[config.mk]
export PLATFORM = sky130hd
export DESIGN_NAME = lcdhif_top
export DESIGN_NICKNAME = d
export VERILOG_FILES = /design/src/hdl/lcdhif_pkg.sv /design/src/hdl/lcdhif_top.sv
export VERILOG_INCLUDE_DIRS = /design/src /design/src/hdl
export SDC_FILE = /design/constraint.sdc
export NUM_CORES = 1
export LEC_CHECK = 0
export BUFFER_PORTS_ARGS = -buffer_cell sky130_fd_sc_hd__buf_2
export CORE_ASPECT_RATIO = 2
export CORE_MARGIN = 3
export CORE_UTILIZATION = 55
export DETAILED_ROUTE_END_ITERATION = 10
export PLACE_DENSITY = 0.86
export SLEW_MARGIN = 0
export SYNTH_ARGS = -nofsm -noshare
export SYNTH_HDL_FRONTEND = slang
export SYNTH_SLANG_ARGS = --single-unit
[constraint.sdc]
create_clock -name clk -period 19.7 [get_ports clk]
set_clock_uncertainty 0.15 [all_clocks]
set_input_delay 2.955 -clock clk [delete_from_list [all_inputs] [get_ports clk]]
set_output_delay 2.955 -clock clk [all_outputs]
set_load 0.1 [all_outputs]
[src/hdl/lcdhif_defines.svh]
// Offsets, field positions, reset values and timing counts for the LCD host port.
// Assumes a 10 MHz system clock.
`ifndef LCDHIF_DEFINES_SVH
`define LCDHIF_DEFINES_SVH

`define LCDHIF_CLK_MHZ 10
`define LCDHIF_RESET_MIN_US 10
`define LCDHIF_RESET_CYCLES (`LCDHIF_RESET_MIN_US * `LCDHIF_CLK_MHZ)

`define LCDHIF_REG_BANK_SEL 4'hf
`define LCDHIF_REG_READ_ADDR 4'h4
`define LCDHIF_REG_CTRL 4'h1
`define LCDHIF_REG_START_ADDR 4'h2
`define LCDHIF_REG_START_COM 4'h3
`define LCDHIF_REG_COL_ADDR 4'h5
`define LCDHIF_REG_ROW_ADDR 4'h6
`define LCDHIF_READ_BANK 4'h4

`define LCDHIF_CTRL_WIDTH_BIT 0
`define LCDHIF_CTRL_BURST_BIT 1
`define LCDHIF_CTRL_SHIFT_BIT 2

`define LCDHIF_BANK_RESET 4'h0
`define LCDHIF_SER_BITS_4W 4'h8
`define LCDHIF_SER_BITS_3W 4'h9

`endif

[src/hdl/lcdhif_pkg.sv]
// Types shared by the LCD host port.
// Constants live in lcdhif_defines.svh.
package lcdhif_pkg;

  typedef enum logic [3:0] {
    LCDHIF_IDLE = 4'h1,
    LCDHIF_WRITE = 4'h2,
    LCDHIF_READ = 4'h4,
    LCDHIF_DONE = 4'h8
  } lcdhif_phase_t;

  typedef struct packed {
    logic [3:0] reg_addr;
    logic [15:0] data;
    logic to_reg;
  } lcdhif_word_t;

  typedef struct packed {
    logic [2:0] cs_n;
    logic [2:0] rd;
    logic [2:0] wr;
    logic [2:0] sck;
    logic [2:0] sda;
    logic [2:0] sel;
    logic [2:0] rst_n;
    logic [2:0] fm;
    logic [2:0] lp;
  } lcdhif_sync_t;

  typedef struct packed {
    lcdhif_sync_t sync;
    lcdhif_phase_t phase;
    logic [6:0] rst_cnt;
    logic soft_reset;
    logic [15:0] din;
    logic din_sel;
    logic [8:0] shreg;
    logic [3:0] bitcnt;
    logic [3:0] bank;
    logic [3:0] read_addr;
    logic [3:0] read_bank;
    logic [3:0] ctrl;
    logic [6:0] start_addr;
    logic [6:0] start_com;
    logic [6:0] col_addr;
    logic [6:0] row_addr;
    logic [6:0] line_cnt;
    logic dummy_pending;
    logic [15:0] ram_rdata;
    logic burst_half;
    logic [15:0] burst_lo;
    logic [15:0] dout;
    logic dout_en;
    logic ram_we;
    logic [31:0] ram_wdata;
    logic ram_wide;
    logic ram_re;
    logic row_fetch;
    logic [6:0] fetch_row;
  } lcdhif_state_t;

endpackage

[src/hdl/lcdhif_top.sv]
// Host-side access logic of a colour STN LCD driver: parallel and serial ports,
// register banks, dummy read, burst writes and the display line counter.
// Assumes all pins are asynchronous to clk; display RAM sits outside.
`timescale 1ns/100ps
`include "lcdhif_defines.svh"

module lcdhif_top #(
  parameter int RESET_CYCLES = `LCDHIF_RESET_CYCLES
) (
  input wire logic clk,
  input wire logic reset,
  input wire logic clk_en,
  input wire logic reset_n_pin,
  input wire logic parallel_strap,
  input wire logic bus_style_strap,
  input wire logic serial_variant_strap,
  input wire logic select_polarity_strap,
  input wire logic chip_sel_n,
  input wire logic data_reg_select,
  input wire logic read_strobe_n,
  input wire logic write_strobe_n,
  input wire logic [15:0] data_in,
  output logic [15:0] data_out,
  output logic [15:0] data_oe,
  input wire logic frame_marker,
  input wire logic line_pulse,
  input wire logic [15:0] ram_rdata,
  output logic ram_we,
  output logic ram_wide,
  output logic [31:0] ram_wdata,
  output logic ram_re,
  output logic [6:0] column_address_reg,
  output logic [6:0] row_address_reg,
  output logic row_fetch,
  output logic [6:0] fetch_row,
  output logic [6:0] start_com,
  output logic shift_ctrl,
  output logic soft_reset
);

  lcdhif_pkg::lcdhif_state_t st;
  lcdhif_pkg::lcdhif_state_t next_st;

  logic rd_now;
  logic wr_now;
  logic sck_rise;
  logic wr_done;
  logic ser_done;
  logic ser_to_reg;
  logic word_valid;
  logic [15:0] word_data;
  logic word_to_reg;
  logic [3:0] ser_bits;
  logic wide;

  always_comb
  begin
    next_st = st;
    // Two-flop synchronisers; bit 2 only holds history for edge finding
    next_st.sync.cs_n = {st.sync.cs_n[1:0], chip_sel_n};
    // Raw pin level: low is an active read strobe in two-strobe style, high is E in enable style
    next_st.sync.rd = {st.sync.rd[1:0], read_strobe_n};
    next_st.sync.wr = {st.sync.wr[1:0], write_strobe_n};
    next_st.sync.sck = {st.sync.sck[1:0], data_in[0]};
    next_st.sync.sda = {st.sync.sda[1:0], data_in[1]};
    next_st.sync.sel = {st.sync.sel[1:0], data_reg_select};
    next_st.sync.rst_n = {st.sync.rst_n[1:0], reset_n_pin};
    next_st.sync.fm = {st.sync.fm[1:0], frame_marker};
    next_st.sync.lp = {st.sync.lp[1:0], line_pulse};

    wide = st.ctrl[`LCDHIF_CTRL_WIDTH_BIT];

    // ------------------------------------------------------------
    // Reset pin qualification
    // ------------------------------------------------------------
    if (!st.sync.rst_n[1])
    begin
      if (st.rst_cnt != 7'(RESET_CYCLES))
        next_st.rst_cnt = st.rst_cnt + 7'h01;
    end
    else
      next_st.rst_cnt = 7'h00;
    // The counter is 7 bits wide, so RESET_CYCLES must stay below 128
    // A short glitch never reaches the counter limit, so it is ignored
    next_st.soft_reset = !st.sync.rst_n[1] && (st.rst_cnt == 7'(RESET_CYCLES));

    // ------------------------------------------------------------
    // Parallel strobes
    // ------------------------------------------------------------
    // In enable style the rd sync carries E; read/write comes from the write pin
    rd_now = parallel_strap && !st.sync.cs_n[1] &&
             (bus_style_strap ? (st.sync.rd[1] && st.sync.wr[1]) : !st.sync.rd[1]);
    wr_done = parallel_strap && !st.sync.cs_n[1] &&
              (bus_style_strap ? (!st.sync.rd[1] && st.sync.rd[2] && !st.sync.wr[1])
                               : (st.sync.wr[1] && !st.sync.wr[2]));
    wr_now = wr_done;
    // Data is held from the strobe active phase because it may change right after the edge
    if (parallel_strap && (bus_style_strap ? st.sync.rd[1] : !st.sync.wr[1]))
    begin
      next_st.din = data_in;
      next_st.din_sel = st.sync.sel[1];
    end

    // ------------------------------------------------------------
    // Serial shifter
    // ------------------------------------------------------------
    // Data and clock pass the same synchroniser depth, so the bit is taken where it stood
    sck_rise = st.sync.sck[1] && !st.sync.sck[2];
    ser_bits = serial_variant_strap ? `LCDHIF_SER_BITS_3W : `LCDHIF_SER_BITS_4W;
    ser_done = 1'b0;
    ser_to_reg = 1'b0;
    if (st.sync.cs_n[1] || parallel_strap)
    begin
      next_st.shreg = 9'h000;
      next_st.bitcnt = 4'h0;
    end
    else if (sck_rise)
    begin
      next_st.shreg = {st.shreg[7:0], st.sync.sda[1]};
      if (st.bitcnt + 4'h1 == ser_bits)
      begin
        ser_done = 1'b1;
        next_st.bitcnt = 4'h0;
        ser_to_reg = serial_variant_strap ? (st.shreg[7] ^ select_polarity_strap)
                                          : st.sync.sel[1];
      end
      else
        next_st.bitcnt = st.bitcnt + 4'h1;
    end

    // Serial words only write; no read path in serial mode
    word_valid = parallel_strap ? wr_now : ser_done;
    word_data = parallel_strap ? st.din : {8'h00, st.shreg[6:0], st.sync.sda[1]};
    word_to_reg = parallel_strap ? st.din_sel : ser_to_reg;

    // ------------------------------------------------------------
    // Register and RAM writes
    // ------------------------------------------------------------
    next_st.ram_we = 1'b0;
    next_st.ram_re = 1'b0;
    next_st.row_fetch = 1'b0;
    if (word_valid)
    begin
      if (word_to_reg)
      begin
        // Low byte only; high nibble is address, low nibble value
        next_st.dummy_pending = 1'b1;
        next_st.burst_half = 1'b0;
        case (word_data[7:4])
          `LCDHIF_REG_BANK_SEL: next_st.bank = word_data[3:0];
          `LCDHIF_REG_READ_ADDR:
          begin
            if (st.bank == `LCDHIF_READ_BANK)
              next_st.read_addr = word_data[3:0];
          end
          `LCDHIF_REG_CTRL: next_st.ctrl = word_data[3:0];
          `LCDHIF_REG_START_ADDR: next_st.start_addr = {st.start_addr[2:0], word_data[3:0]};
          `LCDHIF_REG_START_COM: next_st.start_com = {st.start_com[2:0], word_data[3:0]};
          `LCDHIF_REG_COL_ADDR: next_st.col_addr = {st.col_addr[2:0], word_data[3:0]};
          `LCDHIF_REG_ROW_ADDR: next_st.row_addr = {st.row_addr[2:0], word_data[3:0]};
          default: next_st.read_bank = word_data[3:0];
        endcase
      end
      else
      begin
        next_st.dummy_pending = 1'b1;
        if (st.ctrl[`LCDHIF_CTRL_BURST_BIT] && wide && !st.burst_half)
        begin
          next_st.burst_lo = word_data;
          next_st.burst_half = 1'b1;
        end
        else
        begin
          // Burst pairs two halves into one 32-bit RAM write, low half first
          next_st.ram_we = 1'b1;
          next_st.ram_wide = st.burst_half;
          next_st.ram_wdata = st.burst_half ? {word_data, st.burst_lo}
                                            : {16'h0000, wide ? word_data : {8'h00, word_data[7:0]}};
          next_st.burst_half = 1'b0;
        end
      end
    end

    // ------------------------------------------------------------
    // Read phase
    // ------------------------------------------------------------
    // One read per strobe: the strobe must drop before the next read starts
    case (st.phase)
      lcdhif_pkg::LCDHIF_IDLE:
      begin
        if (rd_now)
        begin
          next_st.phase = lcdhif_pkg::LCDHIF_READ;
          next_st.dout_en = 1'b1;
          if (st.sync.sel[1])
            next_st.dout = {12'hfff, st.read_addr};
          else
          begin
            // First read after address set or write shows stale latch data
            next_st.dout = wide ? st.ram_rdata : {8'h00, st.ram_rdata[7:0]};
            next_st.ram_re = 1'b1;
            next_st.dummy_pending = 1'b0;
          end
        end
      end
      lcdhif_pkg::LCDHIF_READ:
      begin
        if (!rd_now)
        begin
          next_st.phase = lcdhif_pkg::LCDHIF_IDLE;
          next_st.dout_en = 1'b0;
        end
      end
      default: next_st.phase = lcdhif_pkg::LCDHIF_IDLE;
    endcase
    if (st.ram_re)
      next_st.ram_rdata = ram_rdata;

    // ------------------------------------------------------------
    // Display line counter
    // ------------------------------------------------------------
    // Frame marker is a level; the preload holds for as long as it stays high
    if (st.sync.fm[1])
      next_st.line_cnt = st.start_addr;
    else if (!st.sync.lp[1] && st.sync.lp[2])
      next_st.line_cnt = st.line_cnt + 7'h01;
    if (st.sync.lp[1] && !st.sync.lp[2])
    begin
      next_st.row_fetch = 1'b1;
      next_st.fetch_row = st.line_cnt;
    end

    // ------------------------------------------------------------
    // Soft reset from the device pin
    // ------------------------------------------------------------
    // Bus set-up is cleared; display addresses are left alone
    if (st.soft_reset)
    begin
      next_st.bank = `LCDHIF_BANK_RESET;
      next_st.ctrl = 4'h0;
      next_st.dummy_pending = 1'b1;
      next_st.burst_half = 1'b0;
    end
  end

  always_ff @(posedge clk or posedge reset)
  begin
    if (reset)
    begin
      st <= '0;
      st.phase <= lcdhif_pkg::LCDHIF_IDLE;
      st.sync.cs_n <= 3'h7;
      st.sync.rst_n <= 3'h7;
      // Idle write strobe level, so no false rising edge follows reset
      st.sync.wr <= 3'h7;
      st.dummy_pending <= 1'b1;
    end
    else if (clk_en)
      st <= next_st;
  end

  // ------------------------------------------------------------
  // Outputs, all straight from state flops
  // ------------------------------------------------------------
  assign data_out = st.dout;
  assign data_oe = {16{st.dout_en}};
  assign ram_we = st.ram_we;
  assign ram_wide = st.ram_wide;
  assign ram_wdata = st.ram_wdata;
  assign ram_re = st.ram_re;
  assign column_address_reg = st.col_addr;
  assign row_address_reg = st.row_addr;
  assign row_fetch = st.row_fetch;
  assign fetch_row = st.fetch_row;
  assign start_com = st.start_com;
  assign shift_ctrl = st.ctrl[`LCDHIF_CTRL_SHIFT_BIT];
  assign soft_reset = st.soft_reset;

endmodule

==> metrics.txt, run 1 <==
# TYPE chip_impl_metric gauge
chip_impl_metric{name="count_of_flip_flops_with_a_built_in_enable_after_synthesis",unit=""} 0
chip_impl_metric{name="vias",unit=""} 5992
chip_impl_metric{name="synthesis.area",unit="sq um"} 9500
chip_impl_metric{name="postLayoutSetupSlackWorst",unit="ns"} 13.86
chip_impl_metric{name="area_delta_synth_final",unit="%"} 8.45
chip_impl_metric{name="report.final.slew_viol_count",unit=""} 0
chip_impl_metric{name="yosysSeqAreaShare",unit="%"} 52.8
chip_impl_metric{name="antenna_left",unit=""} 0
chip_impl_metric{name="cts_setup_buffers",unit=""} 0
chip_impl_metric{name="place_congestion",unit=""} 0.874
chip_impl_metric{name="numPortBuffers",unit=""} 143
chip_impl_metric{name="reg2reg_slack",unit="ns"} 16.43
chip_impl_metric{name="maximum_number_of_pins_on_one_net_before_global_route_repair",unit=""} 114
chip_impl_metric{name="floorplan.rows",unit=""} 67
chip_impl_info{name="highest_layer",value="met4"} 1
chip_impl_metric{name="netlist-cell-type-count",unit=""} 59
chip_impl_metric{name="finalCritPeriodShare",unit="%"} 29.6
chip_impl_metric{name="ctsHtreeMaxLevel",unit=""} 4
chip_impl_metric{name="total_i_o_pin_count",unit=""} 144
chip_impl_metric{name="dp.final_hpwl",unit="microns"} 13500
chip_impl_metric{name="synthDominantCellAreaShare",unit="%"} 50.6
chip_impl_metric{name="critical_path_required",unit="ns"} 19.86
chip_impl_info{name="run_status",value="finished clean"} 1
chip_impl_metric{name="final_nets",unit=""} 889
chip_impl_metric{name="synth-seq-cells",unit=""} 200
chip_impl_metric{name="total_global_routing_track_utilization",unit="%"} 20.7
chip_impl_metric{name="cts_inserted_buffers",unit=""} 17
chip_impl_metric{name="drt_first_pass_iters",unit=""} 6
chip_impl_metric{name="drtIter0Drc",unit=""} 449
chip_impl_metric{name="worst-path-max-fanout",unit=""} 48
chip_impl_metric{name="async_flop_share",unit="%"} 100
chip_impl_info{name="ys_dominant_reg_cell",value="sky130_fd_sc_hd__dfrtp_1"} 1
chip_impl_info{name="regMostFlops",value="st"} 1
chip_impl_metric{name="drt-vias-per-instance",unit=""} 5.66
chip_impl_metric{name="setup-violations-final",unit=""} 0
chip_impl_metric{name="fin_tns_setup",unit="ns"} 0
chip_impl_metric{name="globalRoute.totalOverflow",unit=""} 0
chip_impl_metric{name="final_hold_viol_count",unit=""} 0
chip_impl_metric{name="max-vdd-ir-drop",unit="mV"} 0.0847
chip_impl_metric{name="wire_length_of_the_first_global_routing_pass",unit="microns"} 31000
chip_impl_info{name="worstHoldStart",value="fetch_row[0]"} 1
chip_impl_metric{name="design.die.area",unit="sq um"} 19000
chip_impl_metric{name="maximum_capacitance_violations",unit=""} 0
chip_impl_metric{name="wirelength",unit="microns"} 19500
chip_impl_metric{name="cts_num_sinks",unit=""} 200
chip_impl_metric{name="power_density",unit="nW/um^2"} 136
chip_impl_metric{name="die_wd",unit="microns"} 98.9
chip_impl_metric{name="worst_skew_pair.late_latency",unit="ns"} 0.43
chip_impl_info{name="synth_area_leader_cell",value="sky130_fd_sc_hd__dfrtp_1"} 1
chip_impl_metric{name="met1_length",unit="microns"} 7310
chip_impl_metric{name="yosys_warnings",unit=""} 0
chip_impl_metric{name="met2_wl_post_dr",unit="microns"} 10900
chip_impl_metric{name="synthesis.area_per_instance",unit="sq um"} 11.8
chip_impl_metric{name="tightest_slew",unit="ns"} 1.17
chip_impl_metric{name="die_y",unit="microns"} 192
chip_impl_info{name="synth_area_leaders",value="sky130_fd_sc_hd__dfrtp_1 51%, sky130_fd_sc_hd__mux2_2 15%, sky130_fd_sc_hd__buf_4 7.4%, sky130_fd_sc_hd__mux2i_1 3.1%, sky130_fd_sc_hd__a21oi_1 2.3%"} 1
chip_impl_info{name="path_class",value="in -> reg"} 1
chip_impl_info{name="mostFrequentLayoutCells",value="192 x sky130_fd_sc_hd__dfrtp_1, 143 x sky130_fd_sc_hd__buf_2, 125 x sky130_fd_sc_hd__mux2_2"} 1
chip_impl_info{name="cts_root_buf",value="sky130_fd_sc_hd__clkbuf_16"} 1
chip_impl_info{name="type_of_the_tightest_min_delay_check",value="reg -> reg"} 1
chip_impl_metric{name="netlist_instances",unit=""} 804
chip_impl_metric{name="period_minus_slack",unit="ns"} 5.84
chip_impl_metric{name="pwr_total",unit="uW"} 1400
chip_impl_info{name="kind_of_end_point_of_the_critical_path",value="flop"} 1
chip_impl_metric{name="remaining_drc_errors",unit=""} 0
chip_impl_metric{name="place_worst_setup_slack",unit="ns"} 13.52
chip_impl_metric{name="detail_route.wl_per_cell",unit="microns"} 18.4
chip_impl_metric{name="cp_data_arrival_time",unit="ns"} 6.00
chip_impl_metric{name="clock_path_buffers",unit=""} 2
chip_impl_info{name="worstSetupStartpointType",value="input port"} 1
chip_impl_metric{name="cts_resized",unit=""} 0
chip_impl_metric{name="ctsHoldBuffers",unit=""} 0
chip_impl_metric{name="max_slew_margin",unit="%"} 22.0
chip_impl_metric{name="starting_density_of_the_core",unit="%"} 56.4
chip_impl_metric{name="drive_above_1_share",unit="%"} 39.0
chip_impl_metric{name="clk_transition_reported_paths",unit="ns"} 0.07
chip_impl_info{name="critical_path.reg2reg.startpoint",value="st[145]"} 1
chip_impl_metric{name="synthesized_net_count",unit=""} 854
chip_impl_info{name="grt_setup_unrepaired",value="false"} 1
chip_impl_info{name="layout.cells.most_common",value="sky130_fd_sc_hd__dfrtp_1"} 1
chip_impl_metric{name="first_global_vias",unit=""} 6088
chip_impl_info{name="tritoncts",value="done"} 1
chip_impl_metric{name="fmaxAchievable",unit="MHz"} 171
chip_impl_metric{name="number_of_flip_flops_in_the_largest_register",unit=""} 99
chip_impl_metric{name="initial_antenna_violation_count",unit=""} 0
chip_impl_metric{name="power.static_leakage",unit="uW"} 0.00502
chip_impl_info{name="worstSetupStartpoint",value="clk_en"} 1
chip_impl_metric{name="wl_met3",unit="microns"} 819
chip_impl_metric{name="core-area",unit="sq um"} 16800
chip_impl_metric{name="antennaDiodeCount",unit=""} 0
-- per-layer routing --
metal	vias to the layer above	global-route usage, %
met2	159	38.1
met3	31	3.89
li1	2791	-
met4	0	9.15
met5	-	0
met1	3011	22.8
-- critical path: stages --
cell                     delay [ns]
sky130_fd_sc_hd__buf_2         0.68
sky130_fd_sc_hd__inv_1         0.47
sky130_fd_sc_hd__nor3_1        0.71
sky130_fd_sc_hd__and2_1        0.76
sky130_fd_sc_hd__mux2_2        0.41
-- final timing paths --
| kind | end | cells past startpoint |
|---|---|---|
| worst max register to register | ram_wdata[0] | 6 |
| worst min register to register | fetch_row[0] | 2 |
| worst max-delay path | st[62] | 5 |
| min in group asynchronous | st[92] | 2 |
| worst min-delay path | fetch_row[0] | 2 |
| max in group asynchronous | st[161] | 3 |
-- area by class of cell --
| cell class | count | area, sq um |
|---|---|---|
| inverter | 32 | 128 |
| timing repair buffer | 149 | 761 |
| multi-input combinational | 439 | 3500 |
| fill | 1323 | 6550 |
| clock inverter | 14 | 208 |
| clock buffer | 17 | 425 |
| tap | 207 | 259 |
| sequential | 200 | 5010 |
-- cell families after synthesis --
logic type,count (synthesis),synth area share [%]
mux,158,18.5
xor+xnor,4,0.567
buf+inv,165,10.3
simple gates,146,8.34
flops,200,52.8
compound gates,127,8.92
fa+ha+maj,4,0.527
-- power breakdown --
group | total, uW | internal, uW | switching, uW
Combinational | 470 | 103 | 368
Clock | 374 | 216 | 159
Sequential | 555 | 492 | 63.2
Total | 1400 | 810 | 590
-- synthesized netlist by cell type, types with 4 or more instances --
cell                         n
sky130_fd_sc_hd__a21oi_1    44
sky130_fd_sc_hd__a32oi_1     4
sky130_fd_sc_hd__and3_1     11
sky130_fd_sc_hd__a21o_1      4
sky130_fd_sc_hd__inv_1      31
sky130_fd_sc_hd__buf_4      94
sky130_fd_sc_hd__dfrtp_1   192
sky130_fd_sc_hd__mux2_2    125
sky130_fd_sc_hd__a22o_1     22
sky130_fd_sc_hd__or4_1       6
sky130_fd_sc_hd__ha_1        4
sky130_fd_sc_hd__o311ai_0    7
sky130_fd_sc_hd__nor3_1      7
sky130_fd_sc_hd__nand2_1    51
sky130_fd_sc_hd__nor2_1     33
sky130_fd_sc_hd__o21ai_0    30
sky130_fd_sc_hd__clkbuf_1   31
sky130_fd_sc_hd__buf_2       6
sky130_fd_sc_hd__mux2_4      4
sky130_fd_sc_hd__nand3_1     7
sky130_fd_sc_hd__dfstp_2     8
sky130_fd_sc_hd__mux2i_1    29
sky130_fd_sc_hd__nor2b_1     4
sky130_fd_sc_hd__nand2b_1    5
-- stage by stage --
step                util, %  cell area, sq um  hold WS, ns  std cells
floorplan                 -              9500        0.299        804
global placement       57.4              9660        0.314       1027
detailed placement     57.4              9660        0.338       1027
CTS                    61.1             10300        0.354       1058
global route           61.1             10300        0.367       1058
finish                 61.1             10300        0.351       1058
Note: power is estimated with default switching activity, not from simulation.
==> inputs of run 2 (changes only) <==
ABC_AREA = 1   (was default)
CORE_UTILIZATION = 52   (was 55)
clock period = 5.1 ns   (was 19.7 ns; I/O delays follow)
==> run 2 against run 1 <==
Compared with the run above: worst hold slack lost 0.035 ns; critical path depth up 2; total power increased to 3.9 times the previous value; wire length up 6.4%; die area is 5.7% higher; highest routed layer unchanged.
==> metrics.txt, run 2 <==
# TYPE chip_impl_metric gauge
chip_impl_metric{name="synthesis.area",unit="sq um"} 9510
chip_impl_metric{name="maximum_number_of_pins_on_one_net_before_global_route_repair",unit=""} 201
chip_impl_metric{name="power.static_leakage",unit="uW"} 0.00537
chip_impl_metric{name="first_global_vias",unit=""} 7006
chip_impl_metric{name="finalCritPeriodShare",unit="%"} 58.7
chip_impl_metric{name="number_of_flip_flops_in_the_largest_register",unit=""} 99
chip_impl_metric{name="drt-vias-per-instance",unit=""} 5.35
chip_impl_info{name="synth_top_family_by_area",value="simple AND/OR/NAND/NOR gates"} 1
chip_impl_info{name="hold-path-endpoint",value="next_st[194]"} 1
chip_impl_metric{name="count_of_flip_flops_with_a_built_in_enable_after_synthesis",unit=""} 0
chip_impl_metric{name="design.die.area",unit="sq um"} 20000
chip_impl_info{name="yosysMostFrequentCell",value="sky130_fd_sc_hd__nand2_1"} 1
chip_impl_metric{name="starting_density_of_the_core",unit="%"} 53.2
chip_impl_metric{name="setup-violations-final",unit=""} 0
chip_impl_metric{name="tightest_slew",unit="ns"} 1.19
chip_impl_metric{name="critical_path_required",unit="ns"} 5.27
chip_impl_metric{name="die_y",unit="microns"} 197
chip_impl_metric{name="cts_inserted_buffers",unit=""} 17
chip_impl_metric{name="fin_tns_setup",unit="ns"} 0
chip_impl_metric{name="initial_antenna_violation_count",unit=""} 2
chip_impl_info{name="kind_of_end_point_of_the_critical_path",value="flop"} 1
chip_impl_metric{name="wire_length_of_the_first_global_routing_pass",unit="microns"} 34200
chip_impl_info{name="regMostFlops",value="st"} 1
chip_impl_metric{name="period_minus_slack",unit="ns"} 2.99
chip_impl_metric{name="postLayoutSetupSlackWorst",unit="ns"} 2.11
chip_impl_info{name="tritoncts",value="done"} 1
chip_impl_metric{name="synth_adder_area_share",unit="%"} 0.526
chip_impl_metric{name="length_in_cells_of_the_worst_reg_to_reg_path",unit=""} 7
chip_impl_info{name="layout.cells.most_common",value="sky130_fd_sc_hd__nand2_1"} 1
chip_impl_metric{name="ctsHtreeMaxLevel",unit=""} 4
chip_impl_info{name="worstSetupStartpointType",value="flop"} 1
chip_impl_info{name="synth_area_leader_cell",value="sky130_fd_sc_hd__dfrtp_1"} 1
chip_impl_metric{name="worst_skew_pair.late_latency",unit="ns"} 0.44
chip_impl_metric{name="floorplan.rows",unit=""} 69
chip_impl_metric{name="clock_path_buffers",unit=""} 2
chip_impl_metric{name="post-place-cells",unit=""} 1282
chip_impl_metric{name="place_worst_setup_slack",unit="ns"} 1.81
chip_impl_metric{name="total_i_o_pin_count",unit=""} 144
chip_impl_metric{name="max_slew_margin",unit="%"} 20.4
chip_impl_metric{name="synthesized_net_count",unit=""} 1099
chip_impl_metric{name="remaining_drc_errors",unit=""} 0
chip_impl_metric{name="place_congestion",unit=""} 0.956
chip_impl_metric{name="final_cell_count_no_fill",unit=""} 1316
chip_impl_metric{name="core-area",unit="sq um"} 17900
chip_impl_metric{name="num-fill-cells",unit=""} 1592
chip_impl_info{name="type_of_the_tightest_min_delay_check",value="reg -> reg"} 1
chip_impl_metric{name="drive_above_1_share",unit="%"} 24.3
chip_impl_info{name="mostFrequentLayoutCells",value="310 x sky130_fd_sc_hd__nand2_1, 192 x sky130_fd_sc_hd__dfrtp_1, 143 x sky130_fd_sc_hd__buf_2"} 1
chip_impl_metric{name="synth-seq-cells",unit=""} 200
chip_impl_metric{name="cp_data_arrival_time",unit="ns"} 3.17
chip_impl_metric{name="final_hold_viol_count",unit=""} 0
chip_impl_metric{name="yosysSeqAreaShare",unit="%"} 52.7
chip_impl_metric{name="drtIter0Drc",unit=""} 356
chip_impl_metric{name="maximum_capacitance_violations",unit=""} 0
chip_impl_metric{name="netlist_instances",unit=""} 1049
chip_impl_info{name="most_frequent_cells_after_synthesis",value="310 x sky130_fd_sc_hd__nand2_1, 192 x sky130_fd_sc_hd__dfrtp_1, 97 x sky130_fd_sc_hd__buf_4"} 1
chip_impl_metric{name="antenna_left",unit=""} 0
chip_impl_info{name="worstHoldStart",value="next_st[194]"} 1
chip_impl_info{name="worstReg2RegEnd",value="ram_wdata[29]"} 1
chip_impl_metric{name="total_global_routing_track_utilization",unit="%"} 21.5
chip_impl_metric{name="synth_compound_gate_area_share",unit="%"} 10.4
chip_impl_metric{name="fmaxAchievable",unit="MHz"} 334
chip_impl_metric{name="clk_transition_reported_paths",unit="ns"} 0.08
chip_impl_info{name="run_status",value="finished clean"} 1
chip_impl_metric{name="drt_first_pass_iters",unit=""} 7
chip_impl_metric{name="cts_num_sinks",unit=""} 200
chip_impl_metric{name="synthDominantCellAreaShare",unit="%"} 50.5
chip_impl_info{name="critical_path.reg2reg.startpoint",value="st[76]"} 1
chip_impl_metric{name="globalRoute.totalOverflow",unit=""} 0
chip_impl_metric{name="netlist-cell-type-count",unit=""} 46
chip_impl_info{name="path_class",value="reg -> reg"} 1
chip_impl_metric{name="cts_setup_buffers",unit=""} 0
chip_impl_metric{name="numPortBuffers",unit=""} 143
chip_impl_metric{name="yosys.area_share.xor_xnor",unit="%"} 0.184
chip_impl_metric{name="wirelength",unit="microns"} 20800
chip_impl_metric{name="reg2reg_slack",unit="ns"} 2.11
chip_impl_info{name="grt_setup_unrepaired",value="false"} 1
chip_impl_metric{name="worst-path-max-fanout",unit=""} 34
chip_impl_metric{name="synthesis.area_per_instance",unit="sq um"} 9.07
chip_impl_info{name="synth_area_leaders",value="sky130_fd_sc_hd__dfrtp_1 51%, sky130_fd_sc_hd__nand2_1 12%, sky130_fd_sc_hd__buf_4 7.7%, sky130_fd_sc_hd__o21ai_0 4.4%, sky130_fd_sc_hd__mux2_2 3.6%"} 1
chip_impl_metric{name="cts_resized",unit=""} 0
chip_impl_metric{name="ctsHoldBuffers",unit=""} 0
chip_impl_metric{name="final_nets",unit=""} 1138
chip_impl_info{name="cts_root_buf",value="sky130_fd_sc_hd__clkbuf_16"} 1
chip_impl_metric{name="synthSimpleGateAreaFrac",unit="%"} 19.3
chip_impl_metric{name="holdPathStages",unit=""} 2
chip_impl_metric{name="placed_instance_area",unit="sq um"} 9630
chip_impl_metric{name="area_delta_synth_final",unit="%"} 7.39
chip_impl_metric{name="max-vdd-ir-drop",unit="mV"} 0.634
chip_impl_metric{name="dp.final_hpwl",unit="microns"} 14700
chip_impl_metric{name="power_density",unit="nW/um^2"} 537
chip_impl_metric{name="die_wd",unit="microns"} 102
chip_impl_metric{name="vias",unit=""} 7038
chip_impl_info{name="ys_dominant_reg_cell",value="sky130_fd_sc_hd__dfrtp_1"} 1
chip_impl_metric{name="yosys_warnings",unit=""} 0
chip_impl_metric{name="finalInstanceArea",unit="sq um"} 10200
chip_impl_metric{name="synthMuxAreaShare",unit="%"} 3.55
chip_impl_metric{name="report.final.slew_viol_count",unit=""} 0
chip_impl_metric{name="async_flop_share",unit="%"} 100
chip_impl_metric{name="final_core_util",unit="%"} 57.2
chip_impl_metric{name="detail_route.wl_per_cell",unit="microns"} 15.8
-- run 2: final cells by class --
type / count / area [sq um] / area share (%)
clock inverters: 14 / 135 / 1.32
clock buffers: 18 / 439 / 4.30
well taps: 213 / 267 / 2.61
flip-flops and latches: 200 / 5010 / 49.1
inverters: 94 / 360 / 3.53
multi-input cells: 627 / 3230 / 31.6
repair buffers: 148 / 766 / 7.50
diodes: 2 / 5.00 / 0.0490
-- run 2: cells by family (layout without fill, tap and decap cells) --
logic type | after synthesis | after routing
compound gates | 165 | 165
simple gates | 426 | 426
xor+xnor | 2 | 2
flops | 200 | 200
fa+ha+maj | 4 | 4
mux | 30 | 30
buf+inv | 222 | 274
other cells | 0 | 2
-- run 2: where the power goes --
part,leakage (uW),internal [uW],switching (uW)
combinational,0.00254,362,1750
sequential,0.00255,1870,183
clock,0.000285,663,651
total,0.00537,2900,2580
-- run 2: worst max path at each step --
| stage | start | end |
|---|---|---|
| after CTS | st[76] | ram_wdata[29] |
| after floorplan | reset | column_address_reg[0] |
| after detailed placement | parallel_strap | data_out[13] |
| final | st[76] | ram_wdata[29] |
| after global placement | parallel_strap | data_out[14] |
| after global routing | st[76] | ram_wdata[3] |
-- run 2: critical path, stage by stage (launching register included) --
cell,delay (ns)
sky130_fd_sc_hd__dfrtp_1,0.93
sky130_fd_sc_hd__inv_1,0.49
sky130_fd_sc_hd__nand3_1,0.25
sky130_fd_sc_hd__nand3_1,0.21
sky130_fd_sc_hd__nor2_8,0.41
sky130_fd_sc_hd__inv_4,0.24
sky130_fd_sc_hd__nand2_1,0.12
sky130_fd_sc_hd__nand2_1,0.06
-- run 2: layer usage --
layer	wire length (microns)	part of all wire [%]	track usage (%)
met1	7870	38	24.8
met2	11400	55	38.6
met3	860	4.1	3.29
met4	669	3.2	9.27
met5	0	0	0
-- run 2: per-stage QoR --
step | power, uW | hold slack (ns)
global route | 5700 | 0.334
finish | 5480 | 0.317
detailed placement | 4210 | 0.308
floorplan | 4100 | 0.282
CTS | 5520 | 0.319
global placement | 4160 | 0.301
